$ cat src/rtl/ssf_pkg.sv
// Shared constants and types for the serial status flag block.
package ssf_pkg;

	// ==========================================================
	// Register map (byte addresses on the APB)
	// ==========================================================
	localparam logic [11:0] SSF_OFS_STATUS  = 12'h000; // Status flags.
	localparam logic [11:0] SSF_OFS_CONTROL = 12'h004; // Enables and frame format.
	localparam logic [11:0] SSF_OFS_RXDATA  = 12'h008; // Received character, read only.
	localparam logic [11:0] SSF_OFS_TXDATA  = 12'h00c; // Character to send.

	// ==========================================================
	// Status register field positions and register reset values
	// ==========================================================
	localparam int SSF_ST_TX_EMPTY    = 7; // Transmit data register empty.
	localparam int SSF_ST_RX_FULL     = 6; // Receive data register full.
	localparam int SSF_ST_OVERRUN     = 5; // Receive overrun.
	localparam int SSF_ST_FRAMING     = 4; // Framing error.
	localparam int SSF_ST_PARITY      = 3; // Parity error.
	localparam int SSF_ST_TX_COMPLETE = 2; // Transmission ended.
	localparam int SSF_ST_RX_MPB      = 1; // Received multiprocessor bit.
	localparam int SSF_ST_TX_MPB      = 0; // Multiprocessor bit to send.
	localparam logic [7:0] SSF_STATUS_RST  = 8'h84; // Value after reset and in standby.
	localparam logic [7:0] SSF_CONTROL_RST = 8'h00; // Everything off after reset.
	localparam logic [7:0] SSF_TXDATA_RST  = 8'hff; // Idle line pattern.

	// ==========================================================
	// Control register field positions
	// ==========================================================
	localparam int SSF_CT_RX_ENABLE = 0; // Receive enable.
	localparam int SSF_CT_TX_ENABLE = 1; // Transmit enable.
	localparam int SSF_CT_SYNC      = 2; // Synchronous mode when set.
	localparam int SSF_CT_MULTIPROC = 3; // Multiprocessor format.
	localparam int SSF_CT_PAR_EN    = 4; // Parity enable.
	localparam int SSF_CT_PAR_ODD   = 5; // Odd parity when set.
	localparam int SSF_CT_TWO_STOP  = 6; // Two stop bits.
	localparam int SSF_CT_STANDBY   = 7; // Standby: flags held at reset value.

	// ==========================================================
	// Carriers
	// ==========================================================
	// One character handed over by the receive shift datapath.
	typedef struct packed {
		logic [7:0] data;   // Data bits.
		logic       parity; // Sampled parity bit.
		logic       stop;   // Sampled first stop bit.
		logic       rx_multiproc_bit;    // Sampled multiprocessor bit.
	} ssf_rx_char_t;

	// APB answer as held in flip-flops.
	typedef struct packed {
		logic        ready;
		logic        slverr;
		logic [31:0] rdata;
	} ssf_apb_rsp_t;

endpackage

$ cat src/rtl/ssf_serial_status.sv
// Status flag logic of one serial channel with its APB register slave.
`timescale 1ns/1ps

module ssf_serial_status #(
	parameter int ADDR_W = 12 // APB address width.
) (
	input  wire logic                  pclk,
	input  wire logic                  presetn,
	input  wire logic                  psel,
	input  wire logic                  penable,
	input  wire logic                  pwrite,
	input  wire logic [ADDR_W-1:0]     paddr,
	input  wire logic [31:0]           pwdata,
	output logic [31:0]                prdata,
	output logic                       pready,
	output logic                       pslverr,
	input  wire logic                  rx_char_done,
	input  wire ssf_pkg::ssf_rx_char_t rx_char,
	input  wire logic                  tx_load,
	input  wire logic                  tx_last_bit,
	input  wire logic                  dma_tx_write,
	input  wire logic [7:0]            dma_tx_data,
	input  wire logic                  dma_rx_read,
	output logic                       rx_inhibit,
	output logic                       tx_inhibit,
	output logic                       tx_data_valid,
	output logic [7:0]                 tx_data,
	output logic                       tx_mpb_out,
	output logic                       rx_full_out
);

	// ==========================================================
	// Elaboration checks
	// ==========================================================
	// The map needs four words below 16 bytes.
	if (ADDR_W < 4 || ADDR_W > 32) begin : g_bad_addr_w
		$error("ADDR_W must lie between 4 and 32");
	end

	// ==========================================================
	// State
	// ==========================================================
	logic [7:0]            status_ff;     // Status register.
	logic [7:0]            armed_ff;      // Flags seen as one by software.
	logic [7:0]            control_ff;    // Control register.
	logic [7:0]            rx_data_reg_ff; // Receive data register.
	logic [7:0]            tx_data_reg_ff; // Transmit data register.
	logic                  tx_enable_d_ff; // Last transmit enable, for its fall.
	logic                  rx_inhibit_ff;  // Registered receive block.
	logic                  tx_inhibit_ff;  // Registered transmit block.
	logic                  tx_mpb_out_ff;  // Multiprocessor bit for the shifter.
	logic                  tx_valid_ff;    // Registered inverse of the empty flag.
	ssf_pkg::ssf_apb_rsp_t rsp_ff;         // Held APB answer.

	// ==========================================================
	// APB decode
	// ==========================================================
	// Narrows a bus address to the twelve bits the map uses.
	function automatic logic [11:0] ofs12(input logic [ADDR_W-1:0] a);
		logic [31:0] w;
		w = 32'(a);
		return w[11:0];
	endfunction

	wire logic [11:0] ofs       = ofs12(paddr);
	wire logic        hit_st    = (ofs == ssf_pkg::SSF_OFS_STATUS);
	wire logic        hit_ct    = (ofs == ssf_pkg::SSF_OFS_CONTROL);
	wire logic        hit_rxd   = (ofs == ssf_pkg::SSF_OFS_RXDATA);
	wire logic        hit_txd   = (ofs == ssf_pkg::SSF_OFS_TXDATA);
	wire logic        mapped    = hit_st | hit_ct | hit_rxd | hit_txd;
	wire logic        setup     = psel & ~penable;
	// The transfer finishes on the edge that sees pready high.
	wire logic        xfer_done = psel & penable & rsp_ff.ready;
	wire logic        wr_done   = xfer_done & pwrite & mapped;
	wire logic        rd_st     = xfer_done & ~pwrite & hit_st;
	wire logic        wr_st     = wr_done & hit_st;
	wire logic        wr_ct     = wr_done & hit_ct;
	wire logic        wr_txd    = wr_done & hit_txd;

	// ==========================================================
	// Control fields
	// ==========================================================
	wire logic rx_en    = control_ff[ssf_pkg::SSF_CT_RX_ENABLE];
	wire logic tx_en    = control_ff[ssf_pkg::SSF_CT_TX_ENABLE];
	wire logic sync_m   = control_ff[ssf_pkg::SSF_CT_SYNC];
	wire logic mp_fmt   = control_ff[ssf_pkg::SSF_CT_MULTIPROC];
	wire logic par_en   = control_ff[ssf_pkg::SSF_CT_PAR_EN];
	wire logic par_odd  = control_ff[ssf_pkg::SSF_CT_PAR_ODD];
	wire logic standby  = control_ff[ssf_pkg::SSF_CT_STANDBY];
	wire logic async_mp = ~sync_m & mp_fmt;

	// ==========================================================
	// Receive side
	// ==========================================================
	// Any of the three errors stops reception until software clears it.
	wire logic err_any = status_ff[ssf_pkg::SSF_ST_OVERRUN] | status_ff[ssf_pkg::SSF_ST_FRAMING]
		| status_ff[ssf_pkg::SSF_ST_PARITY];
	// A completion counts only while receiving is enabled and not blocked.
	wire logic rx_take  = rx_char_done & rx_en & ~err_any & ~standby;
	wire logic rx_full  = status_ff[ssf_pkg::SSF_ST_RX_FULL];
	wire logic ovr_set  = rx_take & rx_full;
	// Only the first stop bit is sampled; the second never reaches here.
	wire logic fer_set  = rx_take & ~rx_full & ~sync_m & ~rx_char.stop;
	// Even parity wants an even count of ones over data and parity bit.
	wire logic per_set  = rx_take & ~rx_full & ~sync_m & par_en
		& ((^{rx_char.data, rx_char.parity}) != par_odd);
	wire logic rx_store = rx_take & ~rx_full;
	wire logic rdf_set  = rx_store & ~fer_set & ~per_set;
	wire logic mpb_cap  = rx_store & async_mp;

	// ==========================================================
	// Transmit side
	// ==========================================================
	wire logic tx_en_fall = tx_enable_d_ff & ~tx_en;
	wire logic tde_set    = tx_load | tx_en_fall;
	wire logic tx_complete_flag_set   = (tx_last_bit & status_ff[ssf_pkg::SSF_ST_TX_EMPTY]) | tx_en_fall;

	// ==========================================================
	// Software clearing: write zero to a flag earlier read as one
	// ==========================================================
	wire logic [7:0] sw_clr = {8{wr_st}} & ~pwdata[7:0] & armed_ff;
	wire logic tde_clr  = sw_clr[ssf_pkg::SSF_ST_TX_EMPTY] | dma_tx_write;
	wire logic rdf_clr  = sw_clr[ssf_pkg::SSF_ST_RX_FULL] | dma_rx_read;
	// Clearing the empty flag by either path also ends the idle state.
	wire logic tx_complete_flag_clr = tde_clr;

	// ==========================================================
	// Next status value; a set wins over a clear in the same cycle
	// ==========================================================
	logic [7:0] nxt_status;
	always_comb begin
		nxt_status = status_ff;
		if (tde_set) begin
			nxt_status[ssf_pkg::SSF_ST_TX_EMPTY] = 1'b1;
		end else if (tde_clr) begin
			nxt_status[ssf_pkg::SSF_ST_TX_EMPTY] = 1'b0;
		end
		if (rdf_set) begin
			nxt_status[ssf_pkg::SSF_ST_RX_FULL] = 1'b1;
		end else if (rdf_clr) begin
			nxt_status[ssf_pkg::SSF_ST_RX_FULL] = 1'b0;
		end
		// Receive enable plays no part below, so the errors survive it.
		if (ovr_set) begin
			nxt_status[ssf_pkg::SSF_ST_OVERRUN] = 1'b1;
		end else if (sw_clr[ssf_pkg::SSF_ST_OVERRUN]) begin
			nxt_status[ssf_pkg::SSF_ST_OVERRUN] = 1'b0;
		end
		if (fer_set) begin
			nxt_status[ssf_pkg::SSF_ST_FRAMING] = 1'b1;
		end else if (sw_clr[ssf_pkg::SSF_ST_FRAMING]) begin
			nxt_status[ssf_pkg::SSF_ST_FRAMING] = 1'b0;
		end
		if (per_set) begin
			nxt_status[ssf_pkg::SSF_ST_PARITY] = 1'b1;
		end else if (sw_clr[ssf_pkg::SSF_ST_PARITY]) begin
			nxt_status[ssf_pkg::SSF_ST_PARITY] = 1'b0;
		end
		// Software never writes this bit directly; it follows the last bit, the transmit enable fall and the empty flag clear.
		if (tx_complete_flag_set) begin
			nxt_status[ssf_pkg::SSF_ST_TX_COMPLETE] = 1'b1;
		end else if (tx_complete_flag_clr) begin
			nxt_status[ssf_pkg::SSF_ST_TX_COMPLETE] = 1'b0;
		end
		if (mpb_cap) begin
			nxt_status[ssf_pkg::SSF_ST_RX_MPB] = rx_char.rx_multiproc_bit;
		end
		if (wr_st) begin
			nxt_status[ssf_pkg::SSF_ST_TX_MPB] = pwdata[ssf_pkg::SSF_ST_TX_MPB];
		end
		// Standby forces the reset pattern and overrides every event.
		if (standby) begin
			nxt_status = ssf_pkg::SSF_STATUS_RST;
		end
	end

	// Arming: a status read arms the writable flags that showed one.
	// A write of the status word disarms all, so each clear needs a fresh read.
	logic [7:0] nxt_armed;
	always_comb begin
		nxt_armed = armed_ff;
		if (wr_st || standby) begin
			nxt_armed = 8'h00;
		end
		if (rd_st) begin
			nxt_armed = status_ff & 8'hf8;
		end
	end

	// ==========================================================
	// Read data mux
	// ==========================================================
	wire logic [7:0] rd_byte = hit_st ? status_ff
		: hit_ct ? control_ff
		: hit_rxd ? rx_data_reg_ff
		: hit_txd ? tx_data_reg_ff : 8'h00;

	// ==========================================================
	// Flip-flops
	// ==========================================================
	// Status and arming.
	always_ff @(posedge pclk or negedge presetn) begin
		if (!presetn) begin
			status_ff <= ssf_pkg::SSF_STATUS_RST;
			armed_ff  <= 8'h00;
		end else begin
			status_ff <= nxt_status;
			armed_ff  <= nxt_armed;
		end
	end

	// Control register; enable edges are tracked for the transmit end flag.
	always_ff @(posedge pclk or negedge presetn) begin
		if (!presetn) begin
			control_ff     <= ssf_pkg::SSF_CONTROL_RST;
			tx_enable_d_ff <= 1'b0;
		end else begin
			control_ff     <= wr_ct ? pwdata[7:0] : control_ff;
			tx_enable_d_ff <= tx_en;
		end
	end

	// Data registers. On overrun the old character stays put.
	always_ff @(posedge pclk or negedge presetn) begin
		if (!presetn) begin
			rx_data_reg_ff <= 8'h00;
			tx_data_reg_ff <= ssf_pkg::SSF_TXDATA_RST;
		end else begin
			rx_data_reg_ff <= rx_store ? rx_char.data : rx_data_reg_ff;
			tx_data_reg_ff <= dma_tx_write ? dma_tx_data : wr_txd ? pwdata[7:0] : tx_data_reg_ff;
		end
	end

	// Blocking levels and the multiprocessor bit handed to the shifter.
	always_ff @(posedge pclk or negedge presetn) begin
		if (!presetn) begin
			rx_inhibit_ff <= 1'b0;
			tx_inhibit_ff <= 1'b0;
			tx_mpb_out_ff <= 1'b0;
			tx_valid_ff   <= 1'b0;
		end else begin
			// Follows the next status value so it still tracks the empty flag in the same cycle.
			tx_valid_ff   <= ~nxt_status[ssf_pkg::SSF_ST_TX_EMPTY];
			rx_inhibit_ff <= err_any | ~rx_en;
			tx_inhibit_ff <= sync_m & err_any;
			// Outside asynchronous multiprocessor format the bit is dropped.
			tx_mpb_out_ff <= async_mp & nxt_status[ssf_pkg::SSF_ST_TX_MPB];
		end
	end

	// APB answer: no wait state, the data is registered during setup.
	always_ff @(posedge pclk or negedge presetn) begin
		if (!presetn) begin
			rsp_ff <= '0;
		end else begin
			rsp_ff.ready  <= setup;
			rsp_ff.slverr <= setup & ~mapped;
			rsp_ff.rdata  <= (setup & ~pwrite) ? {24'h000000, rd_byte} : 32'h00000000;
		end
	end

	// ==========================================================
	// Outputs
	// ==========================================================
	assign prdata        = rsp_ff.rdata;
	assign pready        = rsp_ff.ready;
	assign pslverr       = rsp_ff.slverr;
	assign rx_inhibit    = rx_inhibit_ff;
	assign tx_inhibit    = tx_inhibit_ff;
	assign tx_data_valid = tx_valid_ff;
	assign tx_data       = tx_data_reg_ff;
	assign tx_mpb_out    = tx_mpb_out_ff;
	assign rx_full_out   = status_ff[ssf_pkg::SSF_ST_RX_FULL];

endmodule

$ cat config.mk
export PLATFORM = sky130hd
export DESIGN_NAME = ssf_serial_status
export DESIGN_NICKNAME = d
export VERILOG_FILES = /design/src/rtl/ssf_pkg.sv /design/src/rtl/ssf_serial_status.sv
export SDC_FILE = /design/constraint.sdc
export NUM_CORES = 1
export LEC_CHECK = 0
export CAP_MARGIN = 25
export CORE_UTILIZATION = 53
export DETAILED_ROUTE_END_ITERATION = 8
export DONT_BUFFER_PORTS = 1
export PLACE_DENSITY = 0.73
export SLEW_MARGIN = 10
export SYNTH_ARGS = -nofsm -noshare
export SYNTH_HDL_FRONTEND = slang
export SYNTH_SLANG_ARGS = --single-unit
$ cat constraint.sdc
create_clock -name pclk -period 1.98 [get_ports pclk]
set_clock_uncertainty 0.2 [all_clocks]
set_input_delay 0 -clock pclk [delete_from_list [all_inputs] [get_ports pclk]]
set_output_delay 0 -clock pclk [all_outputs]
set_load 0.02 [all_outputs]
==> metrics, run 1 <==
largest net degree at the start of global routing 53; Cell variety after synth between 40 and 50; initial antenna violation count 0; width of the die roughly 74 um; CTS tree built; Crit. End Element flop; Final setup viols 0; Worst Tran Pin Value between 0.7 and 0.8 ns; maxcap violations 0; Crit Path Max Fanout 11; drt drc 0; WS Path Type reg -> reg; full die area 0.00547 mm^2; final max-slew violation count 0; worst hold margin -0.245 ns; Power Density about 650 mW/mm^2; failing checks negative hold slack; Initial DRT Pass Iterations 4; Final nets ~370; clk root buf clkbuf_8; Area Overhead vs Synth 22.7%; I/O Buffers 0; htree depth 2; first-pass GRT wire length just under 10000 um; Fillers about 390; CTS Buf Count 5; core area approximately 0.0048 mm^2; # rows 25; Post-synth EDFFs 0; crit path time final ~1.9 ns; n_diodes 0; Via-to-Cell Ratio between 5 and 6; required time worst endpoint about 2.0 ns; synth warn 0; Syn Inst Count 240; clock latency on the worst-skew pair around 0.3 ns; DIE HEIGHT 73.9 um; Async SR Flop Fraction 1.00; total clock sinks between 50 and 60; WL per Instance approximately 18 um; Arr. time, crit path ~1.9 ns; post-route ant nets 0; clk slew on worst S/H paths approximately 0.09 ns; Rel. slew slack 0.527; share of cells above drive strength 1 0.221; Initial Util 0.566; leak pwr 1.53 nW; total gr overflow 0; All-Layer GR Usage 0.252; commonest non-fill, non-tap cell in the layout dfrtp_1; Synth top area share 0.383; placer congestion estimate just over 0.8; final period utilization 0.957; Seq cells post-synth 52; Critical Path Start Type flop; largest cells by area after synthesis dfrtp_1, dfstp_2, mux2i_1; part of the Yosys area used for sequential elements 0.479; DR vias approximately 1900; DR iter-0 viols about 130; mapped cell area 0.00274 mm^2; Hold Path Class in -> reg; Post-DP HPWL about 4400 um; wirelength, routed between 6000 and 7000 um; status complete, but fails checks; Post-Syn Area per Cell 11.4 um^2; Final Non-Filler Cells between 300 and 400; placed instance count just over 300; most frequent cells in the layout dfrtp_1, dlygate4sd3_1, conb_1; fmax approximately 530 MHz; leading area contributor after synthesis dfrtp_1; maximum clock insertion buffer count 2; Hold Violations, Final 21; prevailing post-synth register cell dfrtp_1; # IOs 120; Worst VDD drop approximately 530 uV; vias in the first global route about 1900; setup bufs post-CTS 0; Setup TNS Final 0 ns
==> cell usage after synthesis (2+ instances only) <==
cell / instances
nand3b_1: 6
nor3b_1: 2
dfrtp_1: 42
nor4b_1: 2
nand2_1: 13
buf_4: 24
nand2b_1: 10
nor4_4: 2
a2111oi_2: 8
a221o_1: 2
mux2i_1: 18
dfstp_2: 10
nor2_1: 23
clkbuf_1: 2
inv_1: 6
o21ai_1: 8
a21oi_1: 2
or3_1: 2
xnor2_1: 5
a31oi_1: 3
nor3_4: 2
nand3_1: 3
xor2_1: 2
o21ai_0: 8
mux2_2: 15
buf_2: 2
==> metrics by stage <==
| stage | util | worst slack [ns] | power [mW] | cell area, um^2 |
|---|---|---|---|---|
| detailed placement | 0.571 | -0.00476 | 1.31 | 2770 |
| CTS | 0.686 | 0.0147 | 2.20 | 3330 |
| floorplan | - | 0.0300 | 1.34 | 2830 |
| finish | 0.694 | 0.0848 | 2.20 | 3370 |
| global placement | 0.571 | 0.0257 | 1.31 | 2770 |
| global route | 0.694 | -0.000000888 | 2.29 | 3370 |
==> power by group <==
part | switching (mW) | leakage, nW | internal, mW
clock network | 0.344 | 0.0645 | 0.446
logic | 0.149 | 0.823 | 0.118
registers | 0.0445 | 0.642 | 1.10
total | 0.537 | 1.53 | 1.66
==> cells by family (layout without fill, tap and decap cells) <==
logic type,count (synthesis),after routing,synth area share
simple gates,72,72,0.162
flops,52,52,0.479
buf+inv,38,69,0.0944
compound gates,36,36,0.105
mux,33,33,0.127
xor+xnor,8,8,0.0306
other cells,1,24,0.00137
==> what timing repair did <==
action / CTS / global route
endpoints found under the hold margin: 101 / 19
gates resized for setup: 1 / 4
hold buffers: 41 / 2
endpoints found under the setup margin: 8 / 19
==> final timing paths <==
path / endpoint / slack [ns] / start / cells past startpoint
worst max-delay path: rx_data_reg_ff[6] / 0.08 / status_ff[4] / 5
max in group asynchronous: tx_data[0] / 1.29 / presetn / 2
worst max register to register: rx_data_reg_ff[6] / 0.08 / status_ff[4] / 5
worst min-delay path: pslverr / -0.25 / paddr[1] / 2
min in group asynchronous: prdata[5] / 0.01 / presetn / 2
worst min register to register: tx_enable_d_ff / 0.22 / control_ff[1] / 0
==> state kept, by name, indices dropped and copies added (netlist names), 5 cells and up <==
register / cells
rx_data_reg_ff: 8
control_ff: 8
prdata: 8
armed_ff: 5
status_ff: 8
tx_data: 8
==> per-layer routing <==
layer | wire length [um] | global-route usage | up-vias
met5 | 0 | 0 | -
met4 | 101 | 0.0812 | 0
met3 | 407 | 0.0650 | 9
met2 | 3160 | 0.417 | 75
met1 | 2670 | 0.324 | 953
li1 | - | - | 899
==> critical path: stages, from the launching register on <==
cell	delay [ns]
dfrtp_1	0.42
nor4b_4	0.31
nand3b_1	0.17
nor2_1	0.12
buf_4	0.21
mux2_2	0.36
==> final cells by class <==
cell class	instances	area [um^2]	share of cell area
multi-input cells	173	1280	0.379
flip-flops and latches	52	1310	0.390
clock buffers	7	96.3	0.0286
clock inverters	1	30.0	0.00892
well taps	67	83.8	0.0249
inverters	6	22.5	0.00669
repair buffers	55	543	0.161
(Power assumes the default switching activity.)
==> run 2, diff against run 1 <==
SETUP_SLACK_MARGIN = 0.1   (was default)
==> metrics, run 2 (synthesized netlist as in run 1, its figures left out) <==
Final WS setup 0.0752 ns (was 0.0848 ns); core area 0.00485 mm^2 (unchanged); required time worst endpoint 1.99 ns (was 1.97 ns); drt drc 0 (unchanged); fmax 525 MHz (was 528 MHz); post-route ant nets 0 (unchanged); DP Worst Slack 0.0947 ns (was -0.00476 ns); WL per Instance 17.9 um (was 17.6 um); crit path time final 1.90 ns (about the same); maxcap violations 0 (unchanged); Crit. End Element flop (unchanged); All-Layer GR Usage 0.250 (was 0.252); failing checks negative hold slack (unchanged); Rel. slew slack 0.535 (was 0.527); clk root buf clkbuf_8 (unchanged); met3 WL 362 um (was 407 um); initial antenna violation count 0 (unchanged); Hold Violations, Final 18 (was 21); total gr overflow 0 (unchanged); # rows 25 (unchanged); Hold Path Class in -> async (was in -> reg); vias in the first global route 1984 (was 1873); R2R Path End rx_data_reg_ff[0] (was rx_data_reg_ff[6]); clk slew on worst S/H paths 0.10 ns (was 0.09 ns); RSZ-0062 raised after global routing true; leak pwr 1.55 nW (was 1.53 nW); WS Path Type reg -> reg (unchanged); Final setup viols 0 (unchanged); I/O Buffers 0 (unchanged); total clock sinks 52 (unchanged); maximum clock insertion buffer count 2 (unchanged); commonest non-fill, non-tap cell in the layout dfrtp_1 (unchanged); Area Overhead vs Synth 24.2% (was 22.7%); highest metal used met4 (unchanged); status complete, but fails checks (unchanged); Initial Util 0.566 (unchanged); final period utilization 0.962 (was 0.957); fin area 0.00341 mm^2 (was 0.00337 mm^2); placer congestion estimate 0.791 (was 0.821); Worst VDD drop 340 uV (was 525 uV); clock latency on the worst-skew pair 0.31 ns (was 0.30 ns); slack of the worst reg-to-reg path 0.08 ns (about the same); width of the die 73.9 um (unchanged); full die area 0.00547 mm^2 (unchanged); largest net degree at the start of global routing 53 (unchanged); CTS tree built (unchanged); fin util 0.702 (was 0.694); Crit Path Max Fanout 6 (was 11); share of cells above drive strength 1 0.231 (was 0.221); Power Density 593 mW/mm^2 (was 654 mW/mm^2); final max-slew violation count 0 (unchanged); worst hold margin -0.00347 ns (was -0.245 ns); Critical Path Start Type flop (unchanged); most frequent cells in the layout dfrtp_1, dlygate4sd3_1, conb_1 (unchanged); CTS Buf Count 5 (unchanged); Post-DP HPWL 4310 um (was 4350 um); htree depth 2 (unchanged); total chip power 2.02 mW (was 2.20 mW); wirelength, routed 6530 um (was 6340 um); first-pass GRT wire length 9930 um (was 9890 um); M1 WL 2830 um (was 2670 um); n_diodes 0 (unchanged); WL met2 3160 um (about the same); Via-to-Cell Ratio 5.44 (was 5.36); DR vias 1991 (was 1936); Arr. time, crit path 1.91 ns (was 1.89 ns); Worst Tran Pin Value 0.698 ns (was 0.709 ns); # IOs 120 (unchanged); Post-DP Area 0.00277 mm^2 (about the same); Initial DRT Pass Iterations 4 (unchanged); Final nets 371 (was 366); r2r startpoint status_ff[3] (was status_ff[4]); cells on worst reg2reg path 5 (unchanged); DIE HEIGHT 73.9 um (unchanged); DR iter-0 viols 144 (was 134)
==> run 2: cell count changes in the layout (fill, tap and decap cells not counted), sizes merged <==
cell          previous run  this run
buf                     13        16
clkinv                   0         3
clkbuf                   7         5
bufinv                   1         0
dlygate4sd3             40        41
dlymetal6s4s             2         3
==> run 2: final cells by class <==
| type | instances | area (um^2) |
|---|---|---|
| clock buffer | 5 | 68.8 |
| fill | 363 | 1440 |
| multi-input combinational | 173 | 1300 |
| tap | 67 | 83.8 |
| inverter | 6 | 22.5 |
| timing repair buffer | 60 | 596 |
| sequential | 52 | 1310 |
| clock inverter | 3 | 18.8 |
==> run 2: metrics by stage <==
stage | cells | setup TNS, ns
floorplan | 263 | 0
global placement | 310 | 0
detailed placement | 310 | 0
CTS | 362 | 0
global route | 366 | -0.0396
finish | 366 | 0
==> run 2: critical path, stage by stage, from the launching register on <==
cell and delay (ns):
dfrtp_1 0.42, nor4b_4 0.33, nand3b_1 0.17, nor2_2 0.18, buf_6 0.17, mux2_2 0.33
==> run 2: how the worst max path moves through the flow <==
stage	start	to	slack, ns	cells after the start
3_5_place_dp	status_ff[4]	rx_data_reg_ff[2]	0.09	5
3_3_place_gp	status_ff[4]	rx_data_reg_ff[2]	0.11	5
5_1_grt	status_ff[3]	status_ff[1]	-0.03	6
2_1_floorplan	status_ff[4]	rx_data_reg_ff[0]	0.13	5
4_1_cts	status_ff[3]	rx_data_reg_ff[1]	0.12	5
6_report	status_ff[3]	rx_data_reg_ff[0]	0.08	5
==> run 2: report_power, final <==
part           total (mW)  switching (mW)  internal [mW]
clock               0.609           0.362          0.247
combinational       0.269           0.149          0.120
sequential           1.14          0.0429           1.10
total                2.02           0.554           1.47
==> run 2: repair_timing <==
item,in CTS,in global routing
setup endpoints to repair,8,31
cloned,0,1
pin swaps,2,0
hold buffers,43,2
setup buffers,1,1
endpoints found under the hold margin,101,2
resized for setup,1,16
==> run 2: per-layer routing <==
layer / track usage / vias up
met1: 0.335 / 978
met3: 0.0488 / 17
met2: 0.400 / 87
li1: - / 909
met5: 0 / -
met4: 0.103 / 0
